$ cat src/core/hdg_pkg.sv
// constants and helpers for the host data pin general-purpose i/o block
// ----------------------------------------------------------------------------
// Behaviour
// RQ1: gpio only when port off or wide mode
// RQ2: direction register bits 7..0, reserved above, reset 0
// RQ3: level register bits 7..0, reserved above, reset 0
// RQ4: direction at 003ch, level at 003dh
// RQ5: direction 1 drives level bit, 0 samples pin
// ----------------------------------------------------------------------------
package hdg_pkg;

  // --------------------------------------------------------------------------
  // widths
  // --------------------------------------------------------------------------
  localparam int HDG_ADDR_W = 16;
  localparam int HDG_DATA_W = 16;
  localparam int HDG_PIN_N = 8;
  localparam int HDG_FIELD_LSB = 0;
  localparam int HDG_FIELD_MSB = 7;
  localparam int HDG_RSVD_LSB = 8;
  localparam int HDG_RSVD_MSB = 15;

  // --------------------------------------------------------------------------
  // memory-mapped addresses in data space
  // --------------------------------------------------------------------------
  localparam logic [15:0] HDG_DIR_ADDR = 16'h003c;
  localparam logic [15:0] HDG_LEVEL_ADDR = 16'h003d;

  // --------------------------------------------------------------------------
  // reset values
  // --------------------------------------------------------------------------
  localparam logic [7:0] HDG_DIR_RST = 8'h00;
  localparam logic [7:0] HDG_LEVEL_RST = 8'h00;
  localparam logic [7:0] HDG_RSVD_VAL = 8'h00;
  localparam logic [15:0] HDG_RDATA_RST = 16'h0000;

  // --------------------------------------------------------------------------
  // helpers
  // --------------------------------------------------------------------------
  function automatic logic hdg_hit(input logic [15:0] addr, input logic [15:0] target);
    return addr == target;
  endfunction : hdg_hit

  // output pins show the level bit, input pins show the sampled pin
  function automatic logic [7:0] hdg_mix(input logic [7:0] dir, input logic [7:0] lvl,
                                         input logic [7:0] pin);
    return (dir & lvl) | (~dir & pin);
  endfunction : hdg_mix

endpackage : hdg_pkg

$ cat src/core/hdg_pin_if.sv
// signals between the register file and the pin stage
`timescale 1ns/1ps
interface hdg_pin_if;
  logic [7:0] dir;
  logic [7:0] level;
  logic allowed;
  logic [7:0] sampled;

  modport regs (output dir, output level, output allowed, input sampled);
  modport pins (input dir, input level, input allowed, output sampled);
endinterface : hdg_pin_if

$ cat src/core/hdg_pins.sv
// pin stage: input synchroniser and registered pin drive
`timescale 1ns/1ps
module hdg_pins
  import hdg_pkg::*;
(
  input wire logic clock,
  input wire logic rstn,
  input wire logic ce,
  input wire logic [7:0] pins_in,
  hdg_pin_if.pins pif,
  output logic [7:0] pins_out,
  output logic [7:0] pins_oe
);

  // --------------------------------------------------------------------------
  // synchroniser
  // --------------------------------------------------------------------------
  logic [7:0] sync1_r;
  logic [7:0] sync2_r;
  logic [7:0] oe_nxt;

  always_ff @(posedge clock or negedge rstn) begin
    if (!rstn) begin
      sync1_r <= HDG_LEVEL_RST;
      sync2_r <= HDG_LEVEL_RST;
    end else if (ce) begin
      sync1_r <= pins_in;
      sync2_r <= sync1_r;
    end
  end

  assign pif.sampled = sync2_r; // see RQ5

  // --------------------------------------------------------------------------
  // drive
  // --------------------------------------------------------------------------
  // while the host port owns the pins we never drive them
  assign oe_nxt = pif.allowed ? pif.dir : 8'h00; // see RQ1 see RQ5

  always_ff @(posedge clock or negedge rstn) begin
    if (!rstn) begin
      pins_oe <= HDG_DIR_RST;
      pins_out <= HDG_LEVEL_RST;
    end else if (ce) begin
      pins_oe <= oe_nxt;
      pins_out <= pif.level; // see RQ5
    end
  end
endmodule : hdg_pins

$ cat src/core/hdg_top.sv
// host data pin general-purpose i/o: registers, decode and pin stage
`timescale 1ns/1ps
module hdg_top
  import hdg_pkg::*;
(
  input wire logic clock,
  input wire logic rstn,
  input wire logic ce,
  input wire logic [15:0] mm_addr,
  input wire logic mm_wr,
  input wire logic mm_rd,
  input wire logic [15:0] mm_wdata,
  output logic [15:0] mm_rdata,
  output logic mm_rvalid,
  input wire logic host_port_enable_flag,
  input wire logic host_port_wide_mode_flag,
  input wire logic [7:0] host_data_pins_in,
  output logic [7:0] host_data_pins_out,
  output logic [7:0] host_data_pins_oe,
  output logic gpio_active
);

  // --------------------------------------------------------------------------
  // state
  // --------------------------------------------------------------------------
  logic [7:0] pin_direction_control_r;
  logic [7:0] pin_direction_control_nxt;
  logic [7:0] pin_level_status_r;
  logic [7:0] pin_level_status_nxt;
  logic [15:0] rdata_nxt;

  hdg_pin_if pif ();

  // --------------------------------------------------------------------------
  // decode
  // --------------------------------------------------------------------------
  wire dir_hit;
  wire level_hit;
  wire dir_wr;
  wire level_wr;
  wire allowed;
  wire [7:0] level_view;
  wire [7:0] wfield;

  assign dir_hit = hdg_hit(mm_addr, HDG_DIR_ADDR); // see RQ4
  assign level_hit = hdg_hit(mm_addr, HDG_LEVEL_ADDR); // see RQ4
  assign dir_wr = mm_wr && dir_hit;
  assign level_wr = mm_wr && level_hit;
  // reserved upper bits of a write are dropped
  assign wfield = mm_wdata[HDG_FIELD_MSB:HDG_FIELD_LSB]; // see RQ2 see RQ3

  // the flags come from host port logic on this clock, so no synchroniser
  assign allowed = !host_port_enable_flag || host_port_wide_mode_flag; // see RQ1

  assign level_view = hdg_mix(pin_direction_control_r, pin_level_status_r,
                              pif.sampled); // see RQ3 see RQ5

  assign pin_direction_control_nxt = dir_wr ? wfield : pin_direction_control_r;
  assign pin_level_status_nxt = level_wr ? wfield : pin_level_status_r;

  // unmapped reads answer zero; reserved bits always read zero
  assign rdata_nxt = !mm_rd ? mm_rdata :
                     dir_hit ? {HDG_RSVD_VAL, pin_direction_control_r} :
                     level_hit ? {HDG_RSVD_VAL, level_view} :
                     HDG_RDATA_RST; // see RQ2 see RQ3

  // --------------------------------------------------------------------------
  // registers
  // --------------------------------------------------------------------------
  always_ff @(posedge clock or negedge rstn) begin
    if (!rstn) begin
      pin_direction_control_r <= HDG_DIR_RST; // see RQ2
      pin_level_status_r <= HDG_LEVEL_RST; // see RQ3
    end else if (ce) begin
      pin_direction_control_r <= pin_direction_control_nxt;
      pin_level_status_r <= pin_level_status_nxt;
    end
  end

  always_ff @(posedge clock or negedge rstn) begin
    if (!rstn) begin
      mm_rdata <= HDG_RDATA_RST;
      mm_rvalid <= 1'b0;
      gpio_active <= 1'b0;
    end else if (ce) begin
      mm_rdata <= rdata_nxt;
      mm_rvalid <= mm_rd;
      gpio_active <= allowed; // see RQ1
    end
  end

  // --------------------------------------------------------------------------
  // pin stage
  // --------------------------------------------------------------------------
  assign pif.dir = pin_direction_control_r;
  assign pif.level = pin_level_status_r;
  assign pif.allowed = allowed;

  hdg_pins u_pins (
    .clock(clock),
    .rstn(rstn),
    .ce(ce),
    .pins_in(host_data_pins_in),
    .pif(pif),
    .pins_out(host_data_pins_out),
    .pins_oe(host_data_pins_oe)
  );
endmodule : hdg_top

$ cat config.mk
export PLATFORM = sky130hd
export DESIGN_NAME = hdg_top
export DESIGN_NICKNAME = d
export VERILOG_FILES = /design/src/core/hdg_pkg.sv /design/src/core/hdg_pin_if.sv /design/src/core/hdg_pins.sv /design/src/core/hdg_top.sv
export SDC_FILE = /design/constraint.sdc
export NUM_CORES = 1
export LEC_CHECK = 0
export ABC_AREA = 0
export BUFFER_PORTS_ARGS = -buffer_cell sky130_fd_sc_hd__buf_2
export CORE_ASPECT_RATIO = 1.1
export CORE_MARGIN = 2
export CORE_UTILIZATION = 45
export CTS_BUF_LIST = sky130_fd_sc_hd__clkbuf_4 sky130_fd_sc_hd__clkbuf_8
export DETAILED_ROUTE_END_ITERATION = 8
export HOLD_SLACK_MARGIN = 0.02
export PLACE_DENSITY = 0.76
export SLEW_MARGIN = 20
export SYNTH_ARGS = -nofsm -noshare
export SYNTH_HDL_FRONTEND = slang
export SYNTH_SLANG_ARGS = --single-unit
$ cat constraint.sdc
create_clock -name clock -period 0.95 [get_ports clock]
set_clock_uncertainty 0.1 [all_clocks]
set_input_delay 0.0475 -clock clock [delete_from_list [all_inputs] [get_ports clock]]
set_output_delay 0.0475 -clock clock [all_outputs]
set_load 0.02 [all_outputs]
==> results.md <==
- Hold_buf cts: 17
- Uppermost routed layer: met4
- Reg2reg setup slack: -0.07 ns
- Clock latency on the worst-skew pair: 0.34 ns
- Worst slack, placed: -0.634 ns
- WL met3: 304 um
- Worst R2R Path Depth: 3
- Setup crit end kind: flop
- Pin count of the biggest net entering global routing: 59
- Fmax: 867 MHz
- DRT antenna net count: 0
- DR DRC count: 0
- Kind of critical path: in2reg
- Syn_area_per_cell: 14.2 um2
- Initial DRC count: 87
- Starting Density: 0.472
- Synth-to-Final Area Change: 56.0%
- WP data required: 1.07 ns
- Post-Route Hold Slack: 0.0169 ns
- Hold path start: host_port_enable_flag
- Total power divided by cell area: 1460 mW/mm2
- Seq/Total Area, Yosys: 0.607
- First-pass GRT wire length: 8530 um
- Metal-1 WL: 2410 um
- RSZ-0062 raised after global routing: yes
- Initial antenna violation count: 0
- Mapped Area: 0.00239 mm2
- Leak: 1.84 nW
- Worst min path class: in2reg
- Final WS setup: -0.203 ns
- Pre-antenna DRT Iters: 4
- FF+latch count, synth: 58
- Final setup vio count: 53
- TritonCTS clock tree: yes
- Max VDD drop: 1.04 mV
- DR WL/cell: 16.1 um
- Area of the multi-input gates: 958 um2
- CP Launch Type: input pin
- Num CTS Buffers: 9
- Crit share post-route: 1.21
- Hold depth: 3
- Die Area: 0.00592 mm2
- Final min period: 1.15 ns
- Worst R2R Start: pif.dir[7]$_DFFE_PN0P_
- Syn Inst Count: 169
- Fillcell total: 325
- Register area: 0.00145 mm2
- Clk Tree Root Cell: clkbuf_8
- Die width: 73.5 um
- Post-route cell area: 0.00373 mm2
- # port buffers: 64
- CP arrival: 1.27 ns
- Cell variety after synth: 26
- Max Cap Violations: 0
- Max FO, Critical Path: 8
- Hpwl dp: 3460 um
- Met2 wire len: 2930 um
- Vias in the first global route: 1789
- Via count: 1812
- R2r endpoint: mm_rdata[7]$_DFFE_PN0P_
- Status: finished, violations left
- Core Box Area: 0.00507 mm2
- DP Area: 0.00289 mm2
- CTS Buffer Depth: 2
- Post-layout nets: 337
- GRT overflow: 0
- Failing checks: negative setup slack
- Warnings from Yosys: 0
- Final WL: 5690 um
- GP Congestion: 0.758
- Tot GR Track Use: 0.198
- Row cnt: 27
- CTS HTree Levels: 3
- Layout cells sized above 1: 0.576
- Fin. max-slew vios: 0
- Clk sink count: 58
- Pwr Total: 5.47 mW
- Final hold viol count: 0
- Worst Hold Path EP: gpio_active$_DFFE_PN0P_
- DIE HEIGHT: 80.5 um
- Antenna Cells: 0
- # IOs: 81
- Clk slew on worst S/H paths: 0.07 ns
- Routed vias/inst: 5.13
==> worst max-delay path by stage <==
stage                      from                endpoint  slack [ns]
floorplan           mm_addr[10]  pif.dir[0]$_DFFE_PN0P_       -0.48
detailed placement   mm_addr[9]  pif.dir[0]$_DFFE_PN0P_       -0.63
global placement    mm_addr[10]  pif.dir[0]$_DFFE_PN0P_       -0.61
finish               mm_addr[1]  pif.dir[7]$_DFFE_PN0P_       -0.20
global route         mm_addr[1]  pif.dir[0]$_DFFE_PN0P_       -0.25
CTS                  mm_addr[1]  pif.dir[0]$_DFFE_PN0P_       -0.19
==> stage by stage <==
stage               setup TNS (ns)  cells  utilization
global route                 -6.98    353        0.737
detailed placement          -14.85    299        0.570
finish                       -4.84    353        0.737
global placement            -13.75    299        0.570
floorplan                    -8.90    176            -
CTS                          -5.20    350        0.713
==> where the power goes <==
group	total [mW]	leakage [nW]	internal (mW)	switching, mW
clock network	2.30	0.105	1.34	0.957
logic	0.550	0.970	0.286	0.264
registers	2.62	0.768	2.56	0.0566
==> area by class of cell <==
class	count	area share
inverters	11	0.0114
flip-flops and latches	58	0.389
well taps	58	0.0194
clock inverters	5	0.0141
clock buffers	11	0.0406
multi-input cells	94	0.257
repair buffers	116	0.269
==> repair_timing <==
item / CTS / global route
resized for setup: 65 / 24
hold endpoints to repair: 90 / 1
buffers inserted: 18 / 3
setup endpoints to repair: 50 / 59
pin swaps: 14 / 8
==> cells by family after synthesis <==
family                 share of synthesized area
AOI/OAI and AO/OA                          0.105
muxes                                      0.188
other                                    0.00157
and+or+nand+nor                           0.0445
buffers and inverters                     0.0539
DFF                                        0.607
==> cells in the final DEF (no fill, tap or decap), types with 4 or more instances in the layout <==
| master | count |
|---|---|
| buf_4 | 24 |
| buf_2 | 35 |
| dfrtp_1 | 57 |
| a21oi_2 | 5 |
| buf_6 | 37 |
| inv_1 | 10 |
| mux2_4 | 17 |
| a22o_1 | 16 |
| conb_1 | 8 |
| a31oi_1 | 8 |
| clkbuf_8 | 11 |
| dlygate4sd3_1 | 17 |
| clkinv_2 | 4 |
| mux2_2 | 23 |
==> critical path, cell delays in order <==
cell and delay (ns):
buf_6 0.10, nor4_4 0.30, nand4_4 0.17, nor3_4 0.18, buf_12 0.16, mux2_4 0.31
==> synthesized netlist by cell type (all sizes together) <==
cell / count / area (um2)
a21o: 1 / 7.51
clkinv: 1 / 3.75
nand3: 1 / 5.00
and4bb: 1 / 12.5
nand4: 1 / 12.5
and3b: 1 / 8.76
conb: 1 / 3.75
a21oi: 9 / 48.8
clkbuf: 1 / 3.75
nor2: 2 / 10.0
nand2: 2 / 7.51
buf: 12 / 83.8
nor4: 2 / 33.8
mux2: 40 / 450
dfrtp: 58 / 1450
inv: 10 / 37.5
a22o: 16 / 140
a31oi: 8 / 50.1
nor3: 1 / 16.3
o21ai: 1 / 5.00
==> registers in the layout (all words and copies together) (netlist names) <==
signal              flops
u_pins.pins_out         8
pif.level               8
u_pins.pif.sampled      8
mm_rvalid               1
pif.dir                 8
gpio_active             1
mm_rdata                8
u_pins.sync1_r          8
u_pins.pins_oe          8
==> per-layer routing <==
layer  track usage  vias up
li1              -      836
met1         0.232      904
met2         0.337       68
met3        0.0652        4
met4        0.0709        0
met5             0        -
Note: power is estimated with default switching activity, not from simulation.
